--- config.mk ---
export PLATFORM = sky130hd
export DESIGN_NAME = fesc_sequencer
export DESIGN_NICKNAME = d
export VERILOG_FILES = /design/src/design/fesc_pkg.sv /design/src/design/fesc_sequencer.sv
export SDC_FILE = /design/constraint.sdc
export NUM_CORES = 1
export LEC_CHECK = 0
export ABC_AREA = 1
export BUFFER_PORTS_ARGS = -buffer_cell sky130_fd_sc_hd__buf_2
export CAP_MARGIN = 20
export CELL_PAD_IN_SITES_DETAIL_PLACEMENT = 2
export CELL_PAD_IN_SITES_GLOBAL_PLACEMENT = 2
export CORE_UTILIZATION = 27
export CTS_BUF_LIST = sky130_fd_sc_hd__clkbuf_16
export DETAILED_ROUTE_END_ITERATION = 12
export PLACE_DENSITY_LB_ADDON = 0.08
export REMOVE_ABC_BUFFERS = 1
export SYNTH_ARGS = -nofsm -noshare
export SYNTH_HDL_FRONTEND = slang
export SYNTH_SLANG_ARGS = --single-unit
--- constraint.sdc ---
create_clock -name clk_sys_i -period 2.01 [get_ports clk_sys_i]
set_clock_uncertainty 0.1 [all_clocks]
set_input_delay 0.402 -clock clk_sys_i [delete_from_list [all_inputs] [get_ports clk_sys_i]]
set_output_delay 0.402 -clock clk_sys_i [all_outputs]
set_load 0.005 [all_outputs]
--- src/design/fesc_pkg.sv ---
/*
 Constants for the flash erase and security command sequencer: command codes,
 slot indices, array operation codes, field layouts and fixed addresses.
 Assumes a single clock domain and an array engine that answers each operation.
*/
package fesc_pkg;
   // ----------------------------------------------------------------
   // Command codes
   // ----------------------------------------------------------------
   localparam logic [7:0]  CMD_PROGRAM_ONCE = 8'h07;
   localparam logic [7:0]  CMD_ERASE_ALL    = 8'h08;
   localparam logic [7:0]  CMD_ERASE_BLOCK  = 8'h09;
   localparam logic [7:0]  CMD_ERASE_SECTOR = 8'h0a;
   localparam logic [7:0]  CMD_UNSECURE     = 8'h0b;
   localparam logic [7:0]  CMD_VERIFY_KEY   = 8'h0c;

   // ----------------------------------------------------------------
   // Slot indices at launch and slot layout
   // ----------------------------------------------------------------
   localparam logic [2:0]  IDX_ERASE_ALL    = 3'h0;
   localparam logic [2:0]  IDX_UNSECURE     = 3'h0;
   localparam logic [2:0]  IDX_ERASE_BLOCK  = 3'h1;
   localparam logic [2:0]  IDX_ERASE_SECTOR = 3'h1;
   localparam logic [2:0]  IDX_VERIFY_KEY   = 3'h4;
   localparam logic [2:0]  IDX_PROGRAM_ONCE = 3'h5;
   localparam int          SLOT_W           = 16;
   localparam int          SLOT_N           = 6;
   localparam int          SLOT_CODE_LSB    = 8;
   localparam logic [15:0] ONCE_INDEX_MAX   = 16'h0007;

   // ----------------------------------------------------------------
   // Addresses and field values
   // ----------------------------------------------------------------
   localparam int          ADDR_W           = 18;
   localparam logic [17:0] KEY_BASE_ADDR    = 18'h3ff00;
   localparam logic [63:0] PHRASE_ALL_ONES  = 64'hffff_ffff_ffff_ffff;
   localparam logic [1:0]  KEY_ENABLED      = 2'h2;
   localparam logic [2:0]  PHRASE_ALIGN_OK  = 3'h0;

   // ----------------------------------------------------------------
   // Array operation codes
   // ----------------------------------------------------------------
   localparam logic [3:0]  OP_NONE          = 4'h0;
   localparam logic [3:0]  OP_ONCE_READ     = 4'h1;
   localparam logic [3:0]  OP_ONCE_PROGRAM  = 4'h2;
   localparam logic [3:0]  OP_ONCE_VERIFY   = 4'h3;
   localparam logic [3:0]  OP_ERASE_ALL     = 4'h4;
   localparam logic [3:0]  OP_ERASE_BLOCK   = 4'h5;
   localparam logic [3:0]  OP_ERASE_SECTOR  = 4'h6;
   localparam logic [3:0]  OP_VERIFY_ALL    = 4'h7;
   localparam logic [3:0]  OP_VERIFY_BLOCK  = 4'h8;
   localparam logic [3:0]  OP_VERIFY_SECTOR = 4'h9;
   localparam logic [3:0]  OP_KEY_READ      = 4'ha;

   typedef enum logic [3:0] {
      ST_IDLE, ST_CHECK, ST_BLANK, ST_PROG, ST_VERIFY, ST_ERASE, ST_EVER, ST_KEY, ST_DONE
   } fesc_state_t;
endpackage

--- src/design/fesc_sequencer.sv ---
/*
 Command sequencer for Program Once, Erase All Blocks, Erase Flash Block,
 Erase Program-Flash Sector, Unsecure Flash and Verify Backdoor Access Key.
 Assumes launch, parameters, protection, mode and key-enable inputs come from
 logic on clk_sys_i, and an array engine that answers each request with done.
*/
// What this block does
// - Program Once checks blank, programs, reads back; complete flag low throughout.
// - Program Once phrase index in slot 1 must be 0..7, data slots 2..5.
// - Program Once errors on slot index not 5 or phrase already programmed.
// - A phrase left at all ones counts as unprogrammed and may be reprogrammed.
// - Program-flash reads return invalid data during Program Once.
// - Verify errors set verify bit 1; non-correctable ones set verify bit 0.
// - Erase All needs index 0, erases both arrays, verifies, releases security on success.
// - Erase All and Unsecure flag protection violation if any region is protected.
// - Erase Block needs index 1, address in slots 0 and 1, erases then verifies.
// - Erase Block errors on bad upper bits or misalignment; protected block flags violation.
// - Sector erase needs index 1, erases the addressed sector and verifies.
// - Sector erase errors on address bits 2..0 nonzero or bad upper bits; protection flagged.
// - Unsecure needs index 0, erases, verifies, releases security only on success.
// - Key verify errors and ends without compare unless key-enable field is 10.
// - Key verify takes keys in slots 1..4, needs index 4.
// - All four keys must match stored key from base address to release security.
// - A key mismatch errors and locks out key verify until reset.
// - Commands start when complete flag clears; it sets only when fully done.
// - Commands unavailable in current mode, except key verify, raise the access error flag.
`timescale 1ns/1ps
`default_nettype none
module fesc_sequencer #(
   parameter logic [1:0] PFLASH_HI_CODE = 2'h3,
   parameter logic [1:0] DFLASH_HI_CODE = 2'h0
) (
   input  wire logic                    clk_sys_i,
   input  wire logic                    rst_i,
   input  wire logic                    launch_i,
   input  wire logic [7:0]              command_code_i,
   input  wire logic [2:0]              command_slot_index_i,
   input  wire logic [95:0]             command_parameter_words_i,
   input  wire logic                    clear_errors_i,
   input  wire logic                    command_available_i,
   input  wire logic                    any_area_protected_i,
   input  wire logic                    block_protected_i,
   input  wire logic                    sector_protected_i,
   input  wire logic [1:0]              backdoor_key_enable_field_i,
   input  wire logic                    array_done_i,
   input  wire logic                    array_fail_i,
   input  wire logic                    array_noncorr_i,
   input  wire logic [63:0]             array_rdata_i,
   output logic                         command_complete_flag_o,
   output logic                         access_error_flag_o,
   output logic                         protection_violation_flag_o,
   output logic                         verify_status_bit1_o,
   output logic                         verify_status_bit0_o,
   output logic                         security_release_o,
   output logic                         key_lockout_o,
   output logic                         pflash_read_invalid_o,
   output logic                         array_req_o,
   output logic [3:0]                   array_op_o,
   output logic [17:0]                  array_addr_o,
   output logic [63:0]                  array_wdata_o
);
   // ----------------------------------------------------------------
   // State and latched command
   // ----------------------------------------------------------------
   fesc_pkg::fesc_state_t state_q, state_d;
   logic [7:0]              cmd_q;
   logic [2:0]              idx_q;
   logic [95:0]             words_q;
   logic                    ccf_q, acc_q, fpv_q, mg1_q, mg0_q;
   logic                    rel_q, lock_q, req_q, issued_q, invalid_q;
   logic [3:0]              op_q;
   logic [17:0]             addr_q;
   logic [63:0]             wdata_q;

   // ----------------------------------------------------------------
   // Parameter decode
   // ----------------------------------------------------------------
   wire logic [15:0] slot0     = words_q[0*fesc_pkg::SLOT_W +: fesc_pkg::SLOT_W];
   wire logic [15:0] slot1     = words_q[1*fesc_pkg::SLOT_W +: fesc_pkg::SLOT_W];
   wire logic [63:0] key_words = words_q[1*fesc_pkg::SLOT_W +: 4*fesc_pkg::SLOT_W];
   wire logic [63:0] once_data = words_q[2*fesc_pkg::SLOT_W +: 4*fesc_pkg::SLOT_W];
   wire logic [1:0]  addr_hi   = slot0[1:0];
   wire logic [17:0] gaddr     = {addr_hi, slot1};
   wire logic        is_pf     = (addr_hi == PFLASH_HI_CODE);
   wire logic        is_df     = (addr_hi == DFLASH_HI_CODE);
   wire logic        pf_align  = (slot1[2:0] == fesc_pkg::PHRASE_ALIGN_OK);
   wire logic        df_align  = ~slot1[0];
   wire logic        c_once    = (cmd_q == fesc_pkg::CMD_PROGRAM_ONCE);
   wire logic        c_all     = (cmd_q == fesc_pkg::CMD_ERASE_ALL);
   wire logic        c_blk     = (cmd_q == fesc_pkg::CMD_ERASE_BLOCK);
   wire logic        c_sec     = (cmd_q == fesc_pkg::CMD_ERASE_SECTOR);
   wire logic        c_uns     = (cmd_q == fesc_pkg::CMD_UNSECURE);
   wire logic        c_key     = (cmd_q == fesc_pkg::CMD_VERIFY_KEY);
   wire logic        c_known   = c_once | c_all | c_blk | c_sec | c_uns | c_key;
   wire logic        c_mass    = c_all | c_uns;

   // Access error checks made once, in the check state the cycle after launch
   wire logic err_once  = c_once & ((idx_q != fesc_pkg::IDX_PROGRAM_ONCE)
                          | (slot1 > fesc_pkg::ONCE_INDEX_MAX));
   wire logic err_all   = c_all & (idx_q != fesc_pkg::IDX_ERASE_ALL);
   wire logic err_uns   = c_uns & (idx_q != fesc_pkg::IDX_UNSECURE);
   wire logic err_blk   = c_blk & ((idx_q != fesc_pkg::IDX_ERASE_BLOCK)
                          | ~(is_pf | is_df) | (is_pf & ~pf_align)
                          | (is_df & ~is_pf & ~df_align));
   wire logic err_sec   = c_sec & ((idx_q != fesc_pkg::IDX_ERASE_SECTOR)
                          | ~is_pf | ~pf_align);
   wire logic err_key   = c_key & ((idx_q != fesc_pkg::IDX_VERIFY_KEY)
                          | (backdoor_key_enable_field_i != fesc_pkg::KEY_ENABLED)
                          | lock_q);
   wire logic err_mode  = (c_known & ~c_key) & ~command_available_i;
   wire logic chk_acc   = ~c_known | err_once | err_all | err_uns | err_blk | err_sec | err_key | err_mode;
   wire logic chk_fpv   = (c_mass & any_area_protected_i)
                          | (c_blk & block_protected_i)
                          | (c_sec & sector_protected_i);
   wire logic chk_fail  = chk_acc | chk_fpv;

   wire logic op_state  = (state_q == fesc_pkg::ST_BLANK) | (state_q == fesc_pkg::ST_PROG)
                          | (state_q == fesc_pkg::ST_VERIFY) | (state_q == fesc_pkg::ST_ERASE)
                          | (state_q == fesc_pkg::ST_EVER) | (state_q == fesc_pkg::ST_KEY);
   wire logic op_end    = issued_q & array_done_i;
   wire logic take      = launch_i & ccf_q;
   wire logic once_used = (array_rdata_i != fesc_pkg::PHRASE_ALL_ONES);
   wire logic key_match = (array_rdata_i == key_words);
   wire logic ever_ok   = ~array_fail_i & ~array_noncorr_i;

   // ----------------------------------------------------------------
   // Array operation select
   // ----------------------------------------------------------------
   logic [3:0]  op_d;
   logic [17:0] addr_d;
   always_comb begin
      op_d   = fesc_pkg::OP_NONE;
      addr_d = gaddr;
      case (state_q)
         fesc_pkg::ST_BLANK:  op_d = fesc_pkg::OP_ONCE_READ;
         fesc_pkg::ST_PROG:   op_d = fesc_pkg::OP_ONCE_PROGRAM;
         fesc_pkg::ST_VERIFY: op_d = fesc_pkg::OP_ONCE_VERIFY;
         fesc_pkg::ST_ERASE:  op_d = c_mass ? fesc_pkg::OP_ERASE_ALL
                                    : (c_blk ? fesc_pkg::OP_ERASE_BLOCK : fesc_pkg::OP_ERASE_SECTOR);
         fesc_pkg::ST_EVER:   op_d = c_mass ? fesc_pkg::OP_VERIFY_ALL
                                    : (c_blk ? fesc_pkg::OP_VERIFY_BLOCK : fesc_pkg::OP_VERIFY_SECTOR);
         fesc_pkg::ST_KEY: begin
            op_d   = fesc_pkg::OP_KEY_READ;
            addr_d = fesc_pkg::KEY_BASE_ADDR;
         end
         default:             op_d = fesc_pkg::OP_NONE;
      endcase
      if (c_once) begin
         addr_d = {2'h0, slot1};
      end
   end

   // ----------------------------------------------------------------
   // Sequence
   // ----------------------------------------------------------------
   always_comb begin
      state_d = state_q;
      case (state_q)
         fesc_pkg::ST_IDLE:   if (take) state_d = fesc_pkg::ST_CHECK;
         fesc_pkg::ST_CHECK: begin
            if (chk_fail) state_d = fesc_pkg::ST_DONE;
            else if (c_once) state_d = fesc_pkg::ST_BLANK;
            else if (c_key) state_d = fesc_pkg::ST_KEY;
            else state_d = fesc_pkg::ST_ERASE;
         end
         fesc_pkg::ST_BLANK:  if (op_end) state_d = once_used ? fesc_pkg::ST_DONE : fesc_pkg::ST_PROG;
         fesc_pkg::ST_PROG:   if (op_end) state_d = fesc_pkg::ST_VERIFY;
         fesc_pkg::ST_VERIFY: if (op_end) state_d = fesc_pkg::ST_DONE;
         fesc_pkg::ST_ERASE:  if (op_end) state_d = fesc_pkg::ST_EVER;
         fesc_pkg::ST_EVER:   if (op_end) state_d = fesc_pkg::ST_DONE;
         fesc_pkg::ST_KEY:    if (op_end) state_d = fesc_pkg::ST_DONE;
         fesc_pkg::ST_DONE:   state_d = fesc_pkg::ST_IDLE;
         default:             state_d = fesc_pkg::ST_IDLE;
      endcase
   end

   wire logic acc_set = ((state_q == fesc_pkg::ST_CHECK) & chk_acc)
                        | ((state_q == fesc_pkg::ST_BLANK) & op_end & once_used)
                        | ((state_q == fesc_pkg::ST_KEY) & op_end & ~key_match);
   wire logic fpv_set = (state_q == fesc_pkg::ST_CHECK) & chk_fpv;
   wire logic vfy_end = op_end & ((state_q == fesc_pkg::ST_VERIFY) | (state_q == fesc_pkg::ST_EVER));
   wire logic mg1_set = vfy_end & (array_fail_i | array_noncorr_i);
   wire logic mg0_set = vfy_end & array_noncorr_i;
   wire logic rel_set = (op_end & (state_q == fesc_pkg::ST_EVER) & c_mass & ever_ok)
                        | (op_end & (state_q == fesc_pkg::ST_KEY) & key_match);

   // ----------------------------------------------------------------
   // Registers
   // ----------------------------------------------------------------
   always_ff @(posedge clk_sys_i) begin
      if (rst_i) begin
         state_q <= fesc_pkg::ST_IDLE;
         cmd_q   <= 8'h00;
         idx_q   <= 3'h0;
         words_q <= 96'h0;
      end else begin
         state_q <= state_d;
         if (take) begin
            cmd_q   <= command_parameter_words_i[fesc_pkg::SLOT_CODE_LSB +: 8];
            idx_q   <= command_slot_index_i;
            words_q <= command_parameter_words_i;
         end
      end
   end

   always_ff @(posedge clk_sys_i) begin
      if (rst_i) begin
         ccf_q <= 1'b1;
         acc_q <= 1'b0;
         fpv_q <= 1'b0;
         mg1_q <= 1'b0;
         mg0_q <= 1'b0;
      end else begin
         if (take) ccf_q <= 1'b0;
         else if (state_q == fesc_pkg::ST_DONE) ccf_q <= 1'b1;
         acc_q <= acc_set | (acc_q & ~clear_errors_i);
         fpv_q <= fpv_set | (fpv_q & ~clear_errors_i);
         mg1_q <= mg1_set | (mg1_q & ~take);
         mg0_q <= mg0_set | (mg0_q & ~take);
      end
   end

   always_ff @(posedge clk_sys_i) begin
      if (rst_i) begin
         rel_q     <= 1'b0;
         lock_q    <= 1'b0;
         invalid_q <= 1'b0;
      end else begin
         rel_q     <= rel_set;
         if ((state_q == fesc_pkg::ST_KEY) & op_end & ~key_match) lock_q <= 1'b1;
         invalid_q <= c_once & ~take & (state_d != fesc_pkg::ST_IDLE) & (state_d != fesc_pkg::ST_DONE);
      end
   end

   always_ff @(posedge clk_sys_i) begin
      if (rst_i) begin
         req_q    <= 1'b0;
         issued_q <= 1'b0;
         op_q     <= fesc_pkg::OP_NONE;
         addr_q   <= 18'h0;
         wdata_q  <= 64'h0;
      end else begin
         req_q <= op_state & ~issued_q;
         if (op_state & ~issued_q) begin
            issued_q <= 1'b1;
            op_q     <= op_d;
            addr_q   <= addr_d;
            wdata_q  <= once_data;
         end else if (op_end) begin
            issued_q <= 1'b0;
         end
      end
   end

   // ----------------------------------------------------------------
   // Outputs
   // ----------------------------------------------------------------
   assign command_complete_flag_o     = ccf_q;
   assign access_error_flag_o         = acc_q;
   assign protection_violation_flag_o = fpv_q;
   assign verify_status_bit1_o        = mg1_q;
   assign verify_status_bit0_o        = mg0_q;
   assign security_release_o          = rel_q;
   assign key_lockout_o               = lock_q;
   assign pflash_read_invalid_o       = invalid_q;
   assign array_req_o                 = req_q;
   assign array_op_o                  = op_q;
   assign array_addr_o                = addr_q;
   assign array_wdata_o               = wdata_q;
endmodule
`default_nettype wire

* Yosys cells after proc, flatten, opt, wreduce, memory -nomap -nowiden
Index checks and enable logic that the tools add are counted.
** Word-level totals
- Output and inout bits :: 95
- Register bits :: 207
** Operators by class
- Equality and inequality tests :: 22
- Muxes and demuxes :: 21
- Order comparisons :: 1
- Bitwise gates (word level) :: 89
- Reduce and logical (&&, ||, !) cells :: 8
** Operator list (count)
- == test 64 bit :: 1
- inequality test 64 bit, second input constant :: 1
- one-hot mux 4 bit (6 select lines) :: 2
- == test 8 x 4 -> 1 bit, second input constant :: 5
- bitwise OR 1 bit :: 39
- bitwise AND 1 bit :: 38
- 2-to-1 mux 18 bit :: 2
- 2-to-1 mux 4 bit :: 8
- == test 4 x 3 -> 1 bit, second input constant :: 4
- greater-than comparator 16 x 3 -> 1 bit, second input constant :: 1
- inverter 1 bit :: 12
- == test 4 x 2 -> 1 bit, second input constant :: 2
- == test 8 x 3 -> 1 bit, second input constant :: 1
- 2-to-1 mux 2 bit :: 3
- inequality test 3 bit, second input constant :: 2
- 2-to-1 mux 1 bit :: 5
- == test 4 x 1 -> 1 bit, second input constant :: 1
- == test 4 bit, second input constant :: 1
- logical NOT 4 bit :: 1
- inequality test 4 bit, second input constant :: 1
- nonzero test 2 bit :: 2
- nonzero test 4 bit :: 1
- logical NOT 3 bit :: 1
- 2-to-1 mux 3 bit :: 1
- 6 further kinds :: 6

* Depth between registers and ports, before layout
Gate-level depths: netlist (run 1).
- Word-level depth :: 20
- Mapped depth :: 15

* Least setup slack after synthesis (run 1)
No wires, ideal clock.
- Path type :: reg2reg
- Start point :: reg words_q[0]
- End point :: reg invalid_q, in the netlist pflash_read_invalid_o
- Setup slack :: 0.361 ns
- Arrival :: 1.485 ns
- Stages on the path, launching flop included :: 16
- Period minus slack after synthesis :: 1.649 ns
- Path buffers :: 0
- Data required time :: 1.846 ns
- Path through :: dfxtp_1 > inv_1 > ha_1 > inv_1 > nand2_1 > nor2_1 > nand2_1 > nand2_1 > nand2_1 > nor2_1 > nand4_1 > nand2_1 > inv_1 > nand2_1 > nor2_1 > nor2_1
** Between the ends
- Word-level cells in the longest chain between the ends :: 17
- Elaborated cells between the ends (all ways) :: 26
- Those cells by class :: eq/ne (2); mux (2); bitwise (20); reduce/logical (2)
** RTL lines
- start, declared :: RTL line fesc_sequencer.sv:68 : logic [95:0] words_q;
- start signal, assigned :: RTL line fesc_sequencer.sv:201 : words_q <= command_parameter_words_i;
- == test 2 bit or logical NOT 2 bit (tied branches) :: RTL line fesc_sequencer.sv:84, fesc_sequencer.sv:85
- bitwise OR 1 bit :: RTL line fesc_sequencer.sv:103 : | ~(is_pf | is_df) | (is_pf & ~pf_align)
- inverter 1 bit :: RTL line fesc_sequencer.sv:103
- bitwise OR 1 bit (2 in series) :: RTL line fesc_sequencer.sv:103
- bitwise OR 1 bit :: RTL line fesc_sequencer.sv:104 : | (is_df & ~is_pf & ~df_align));
- bitwise AND 1 bit :: RTL line fesc_sequencer.sv:102 : wire logic err_blk = c_blk & ((idx_q != fesc_pkg::IDX_ERASE_BLOCK)
- bitwise OR 1 bit :: RTL line fesc_sequencer.sv:111 : wire logic chk_acc = ~c_known | err_once | err_all | err_uns | err_blk | err_sec | err_key | err_mode;
- bitwise OR 1 bit (*) (3 in series) :: RTL line fesc_sequencer.sv:111
- bitwise OR 1 bit (*) :: RTL line fesc_sequencer.sv:115 : wire logic chk_fail = chk_acc | chk_fpv;
- 2-to-1 mux 4 bit (*) :: RTL line fesc_sequencer.sv:161 : if (chk_fail) state_d = fesc_pkg::ST_DONE;
- one-hot mux 4 bit (6 select lines) (*) :: RTL line fesc_sequencer.sv:158 : case (state_q)
- nonzero test 4 bit :: RTL line fesc_sequencer.sv:231 : invalid_q <= c_once & ~take & (state_d != fesc_pkg::ST_IDLE) & (state_d != fesc_pkg::ST_DONE);
- bitwise AND 1 bit :: RTL line fesc_sequencer.sv:231
- bitwise AND 1 bit (*) :: RTL line fesc_sequencer.sv:231
- end signal, assigned :: RTL line fesc_sequencer.sv:231
- end, declared :: RTL line fesc_sequencer.sv:70 : logic rel_q, lock_q, req_q, issued_q, invalid_q;
Mark *: on every way between the ends. The rest lies on a longest branch, timed or not.
A chain may end at the register's enable or synchronous reset.

* Final worst setup path (run 1)
- Start point :: reg state_q[3]
- End point :: reg addr_q[17], in the netlist array_addr_o[17]
** Between the ends
- Word-level cells in the longest chain between the ends :: 7
- Elaborated cells between the ends (all ways) :: 14
- Those cells by class :: eq/ne (6); mux (2); bitwise (6)
** RTL lines
- start, declared :: RTL line fesc_sequencer.sv:65 : fesc_pkg::fesc_state_t state_q, state_d;
- start signal, assigned :: RTL line fesc_sequencer.sv:192 : state_q <= fesc_pkg::ST_IDLE;
- start signal, assigned :: RTL line fesc_sequencer.sv:197 : state_q <= state_d;
- == test 4 x 2 -> 1 bit :: RTL line fesc_sequencer.sv:117 : wire logic op_state = (state_q == fesc_pkg::ST_BLANK) | (state_q == fesc_pkg::ST_PROG)
- bitwise OR 1 bit :: RTL line fesc_sequencer.sv:117
- bitwise OR 1 bit (2 in series) :: RTL line fesc_sequencer.sv:118 : | (state_q == fesc_pkg::ST_VERIFY) | (state_q == fesc_pkg::ST_ERASE)
- bitwise OR 1 bit (2 in series) :: RTL line fesc_sequencer.sv:119 : | (state_q == fesc_pkg::ST_EVER) | (state_q == fesc_pkg::ST_KEY);
- bitwise AND 1 bit :: RTL line fesc_sequencer.sv:244 : if (op_state & ~issued_q) begin
- end signal, assigned :: RTL line fesc_sequencer.sv:247 : addr_q <= addr_d;
- end, declared :: RTL line fesc_sequencer.sv:72 : logic [17:0] addr_q;
Parallel ways exist; a longest one is shown, timed or not.

==> flow_summary.yaml, run 1 <==
global_routing:
  gr-usage-all-layers_pct: 19.3
  grt_max_degree: 66
  antenna_found_initial: 9
  globalRouteOverflowTotal: 0
  grt_pass1_wl_um: 46700
  grt_pass1_vias: 8842
yosys:
  syn_inst: 1139
  synth_area_leaders: "dfxtp_1 (47%), nor2_1 (16%), o21ai_0 (11%), xor2_1 (6.1%), nand2_1 (5.4%)"
  ys_ff_latch: 193
  synthDominantCellAreaShare_pct: 46.7
  avgSynthCellArea_um2: 7.27
  yosys.area.top_type: "dfxtp_1"
  synth_cell_types: 29
  synth_seq_area_share_pct: 46.7
  ys_warn_count: 0
  syn-cell-area_mm2: 0.00828
layout:
  drive_gt1_share_pct: 26.1
  nFillCells: 3634
  areaGrowthSynthToFinish_pct: 31.6
  fin_cells: 1804
  mostFrequentLayoutCell: "nor2_1"
  most-common-layout-cells: "nor2_1 (352), buf_2 (264), dfxtp_1 (188), o21ai_0 (184), nand2_1 (117)"
  fin_nets: 1584
setup_path:
  cp-startpoint: "state_q[3]"
  crit_fanout: 6
  crit_type: "reg2reg"
  endpoint_kind: "flop"
  reg2reg_depth: 12
  crit_required_ns: 2.28
  cp-endpoint: "array_addr_o[17]"
  critPathArrivalTime_ns: 2.16
  critPathLaunchType: "flop"
  rr_startpoint: "state_q[3]"
  r2r_end: "array_addr_o[17]"
  r2r_setup_slack_ns: 0.12
die:
  std_cell_rows: 63
  die_h_um: 177
  dieArea_mm2: 0.0314
  io_pins: 279
  start_util_pct: 27.7
  coreArea_mm2: 0.0299
  die_w_um: 177
placement:
  dp.cells: 1760
  place.gp.congestion: 0.800
  port_buffers: 264
  dp_hpwl_um: 21700
  pre_cts_ws_ns: -0.0392
routing:
  finalWirelength_um: 30600
  vias: 8410
  dr.pass1.iters: 4
  ant_nets: 0
  wire_per_inst_um: 17.0
  viasPerCell: 4.66
  drt_iter0_markers: 294
  drc_errors: 0
hold_path:
  hp-class: "in2reg"
clocking:
  clkSlewWorstSetupHoldPaths_ns: 0.08
  clock_sinks: 193
  cts_buffer_depth: 2
  cts_tree: "yes"
  cts_made_buffers: 17
  hold_buffers: 0
  htreeDepth: 4
  clockRootBuffer: "clkbuf_16"
  clock_latency_ns: 0.44
sta:
  setup_ws_ns: 0.118
  fin_crit_sh_pct: 94.2
  fin_crit_ns: 1.89
  max_freq_mhz: 528
  worst_pin_slew_ns: 0.440
  setup_viol: 0
  finalHoldViolations: 0
  maxSlewViolCount: 0
  max-slew-margin-rel_pct: 70.3
power:
  power.density_mw_per_mm2: 805
  ir_worst_vdd_v: 0.000587
  cellLeakagePower_nw: 5.24
  power_mw: 8.77
job:
  cap_violations: 0
status:
  status: "finished, final reports clean"
## layout make-up
type	instances	area, µm²	area share [%]
antenna	3	7.51	0.0689
clock buffer	17	425	3.90
clock inverter	15	183	1.68
inverter	52	200	1.84
multi-input combinational	834	3950	36.2
sequential	193	3870	35.5
tap	390	488	4.48
timing repair buffer	300	1780	16.3
## metal layers
layer	vias to the layer above	GRT usage, %	part of all wire, %
met4	12	4.20	0.96
met3	25	6.59	6.4
met2	164	34.2	49
li1	4177	-	-
met5	-	0	0.28
met1	4032	22.1	43
## how the worst min path moves through the flow
stage                                        startpoint                          end  slack [ns]  cells after the start
after CTS                 command_parameter_words_i[37]                  words_q[37]        0.09                      3
after detailed placement    protection_violation_flag_o  protection_violation_flag_o        0.36                      2
final                     command_parameter_words_i[37]                  words_q[37]        0.11                      3
after global placement                 array_addr_o[11]             array_addr_o[11]        0.35                      2
after global routing      command_parameter_words_i[39]                  words_q[39]        0.11                      3
after floorplan                                cmd_q[4]                     cmd_q[4]        0.35                      2
## power by group
| group | switching (mW) | internal, mW | total, mW |
|---|---|---|---|
| clock network | 1.63 | 1.98 | 3.61 |
| logic | 0.586 | 0.425 | 1.01 |
| registers | 0.148 | 4.01 | 4.15 |
## logic make-up after synthesis
kind of cell / count (synthesis) / synth area share (%)
AO/OA/AOI/OAI: 249 / 15.7
adder cells (fa/ha/maj): 2 / 0.302
flip-flops: 193 / 46.7
buffers and inverters: 112 / 6.18
XOR/XNOR: 58 / 6.13
AND/OR/NAND/NOR: 525 / 25.0
## worst max-delay path: stages (launching register included)
cell and delay (ns):
dfxtp_1 0.33, nor2_2 0.16, inv_2 0.08, nor2_4 0.15
inv_2 0.06, nand3_2 0.08, inv_2 0.05, nor2_4 0.23
buf_8 0.17, buf_12 0.11, buf_4 0.11, o21ai_0 0.07
a21oi_1 0.12
## flip-flops by register name (all words and copies together) (netlist names), 3 cells and up
signal / count
words_q: 83
array_wdata_o: 64
array_addr_o: 18
cmd_q: 7
array_op_o: 4
state_q: 4
idx_q: 3
## per-stage QoR
step / hold WS [ns] / cell area, µm² / TNS, ns / util [%]
after global routing: 0.106 / 10900 / -0.0111 / 36.5
after global placement: 0.350 / 10100 / -0.0236 / 33.9
final: 0.109 / 10900 / 0 / 36.5
after detailed placement: 0.355 / 10100 / -0.194 / 33.9
after floorplan: 0.346 / 7970 / -250.38 / -
after CTS: 0.0860 / 10700 / 0 / 35.9
## cells in the mapped netlist, drive strengths merged
library cell / instances
nand2: 119
ha: 2
or2: 2
o21ai: 184
a21oi: 52
clkinv: 2
a31oi: 5
clkbuf: 40
nor2: 361
inv: 50
xor2: 58
nor3: 7
and3: 1
buf: 20
nand3: 19
a41oi: 2
o31ai: 5
dfxtp: 193
nor4: 1
o211ai: 1
nand4: 11
nor3b: 4
## timing repair
item,4_1_cts,5_1_grt
buffers inserted,0,7
cloned,0,2
resized for setup,4,17
pin swaps,0,6
hold endpoints to repair,0,0
endpoints found under the setup margin,11,80
Power figures use the tool's default switching activity.
==> run 2: changes to the inputs <==
==> constraint.sdc (replaced) <==
create_clock -name clk_sys_i -period 2.01 [get_ports clk_sys_i]
set_clock_uncertainty 0.1 [all_clocks]
set_input_delay 0.3015 -clock clk_sys_i [delete_from_list [all_inputs] [get_ports clk_sys_i]]
set_output_delay 0.3015 -clock clk_sys_i [all_outputs]
set_load 0.005 [all_outputs]
==> flow_summary.yaml, run 2 (synthesized netlist as in run 1, its figures left out) <==
layout:
  regMostFlops: "words_q"
  most-common-layout-cells: "nor2_1 (349), buf_2 (264), dfxtp_1 (189), o21ai_0 (184), nand2_1 (115)"
  largest_reg_flops: 83
  drive_gt1_share_pct: 26.1
  fin_nets: 1610
  areaGrowthSynthToFinish_pct: 35.6
  mostFrequentLayoutCell: "nor2_1"
  fin_cells: 1830
  nFillCells: 3590
sta:
  max_freq_mhz: 529
  setup_ws_ns: 0.119
  fin_crit_ns: 1.89
  fin_crit_sh_pct: 94.1
  maxSlewViolCount: 0
  fin_hold_ws_ns: 0.0204
  setup_viol: 0
  worst_pin_slew_ns: 0.524
  max-slew-margin-rel_pct: 64.7
  finalHoldViolations: 0
routing:
  drt_iter0_markers: 310
  dr_wl_met3_um: 1940
  wl_met1_um: 13800
  drc_errors: 0
  wire_per_inst_um: 17.5
  viasPerCell: 4.70
  finalWirelength_um: 32000
  ant_nets: 0
  vias: 8601
  dr.pass1.iters: 4
  wl_met2_um: 16000
  dr.max_layer_used: "met5"
power:
  power.density_mw_per_mm2: 794
  power_mw: 8.91
  ir_worst_vdd_v: 0.000574
  cellLeakagePower_nw: 5.39
global_routing:
  grt_max_degree: 75
  gr-usage-all-layers_pct: 19.7
  antenna_found_initial: 6
  globalRouteOverflowTotal: 0
  grt_pass1_wl_um: 47700
  grt_pass1_vias: 9057
die:
  io_pins: 279
  std_cell_rows: 63
  die_w_um: 177
  start_util_pct: 27.7
  dieArea_mm2: 0.0314
  die_h_um: 177
  coreArea_mm2: 0.0299
clocking:
  cts_buffer_depth: 2
  cts_made_buffers: 17
  clockRootBuffer: "clkbuf_16"
  htreeDepth: 4
  clkSlewWorstSetupHoldPaths_ns: 0.08
  clock_sinks: 193
  clock_latency_ns: 0.45
  cts_tree: "yes"
setup_path:
  critPathLaunchType: "flop"
  cp-startpoint: "words_q[1]"
  reg2reg_depth: 15
  crit_fanout: 3
  cp-endpoint: "pflash_read_invalid_o"
  critPathArrivalTime_ns: 2.14
  crit_required_ns: 2.26
  r2r_end: "pflash_read_invalid_o"
  r2r_setup_slack_ns: 0.12
  crit_type: "reg2reg"
  rr_startpoint: "words_q[1]"
  endpoint_kind: "flop"
placement:
  dp.cells: 1761
  dp_hpwl_um: 22100
  place.gp.congestion: 0.829
  pre_cts_ws_ns: -0.0687
  port_buffers: 264
status:
  status: "finished, final reports clean"
hold_path:
  hp-class: "in2reg"
job:
  cap_violations: 0
==> run 2: area by class of cell <==
class,count,area [µm²],area share (%)
Multi-Input combinational cell,834,3970,35.3
Sequential cell,193,3870,34.4
Timing Repair Buffer,326,2070,18.4
Tap cell,390,488,4.34
Clock buffer,17,425,3.79
Inverter,52,205,1.83
Clock inverter,15,199,1.77
Antenna cell,3,7.51,0.0668
==> run 2: power by group <==
group	total (mW)	switching (mW)	internal, mW
sequential	4.15	0.147	4.01
clock	3.70	1.78	1.91
combinational	1.06	0.604	0.459
total	8.91	2.53	6.38
==> run 2: worst min-delay path by stage <==
stage,from,to,slack [ns],cells past startpoint
floorplan,rst_i,access_error_flag_o,0.27,1
global placement,array_addr_o[8],array_addr_o[8],0.35,2
detailed placement,array_addr_o[13],array_addr_o[13],0.36,2
CTS,command_parameter_words_i[56],words_q[56],0.0001,3
global route,command_parameter_words_i[66],words_q[66],0.01,3
finish,command_parameter_words_i[35],words_q[35],0.02,3
==> run 2: worst max-delay path: stages, from the launching register on <==
cell	delay, ns
dfxtp_2	0.34
inv_2	0.05
ha_4	0.22
inv_1	0.06
nand2_1	0.06
nor2_2	0.08
nand2_1	0.06
nand2_1	0.05
nand2_1	0.06
nor2_2	0.14
nand4_1	0.16
nand2_1	0.13
inv_2	0.04
nand2_2	0.06
nor2_1	0.04
nor2_1	0.15
==> run 2: per-layer routing <==
layer  up-vias  GRT usage, %
li1       4240             -
met1      4146          22.9
met2       180          34.9
met3        29          5.84
met4         6          5.21
met5         -             0
==> run 2: stage by stage <==
stage | instance area [µm²] | utilization (%) | TNS (ns)
after global routing | 11200 | 37.6 | -0.00374
after CTS | 11000 | 36.8 | 0
after global placement | 10100 | 33.8 | 0
after floorplan | 7970 | - | -242.67
after detailed placement | 10100 | 33.8 | -2.49
final | 11200 | 37.6 | 0
==> run 2: timing repair <==
| action | in CTS | in global routing |
|---|---|---|
| gates cloned | 0 | 5 |
| resized for setup | 7 | 24 |
| hold buffers | 25 | 0 |
| setup endpoints to repair | 70 | 80 |
| hold endpoints to repair | 25 | 0 |
| pin swaps | 2 | 9 |
| setup buffers | 1 | 3 |
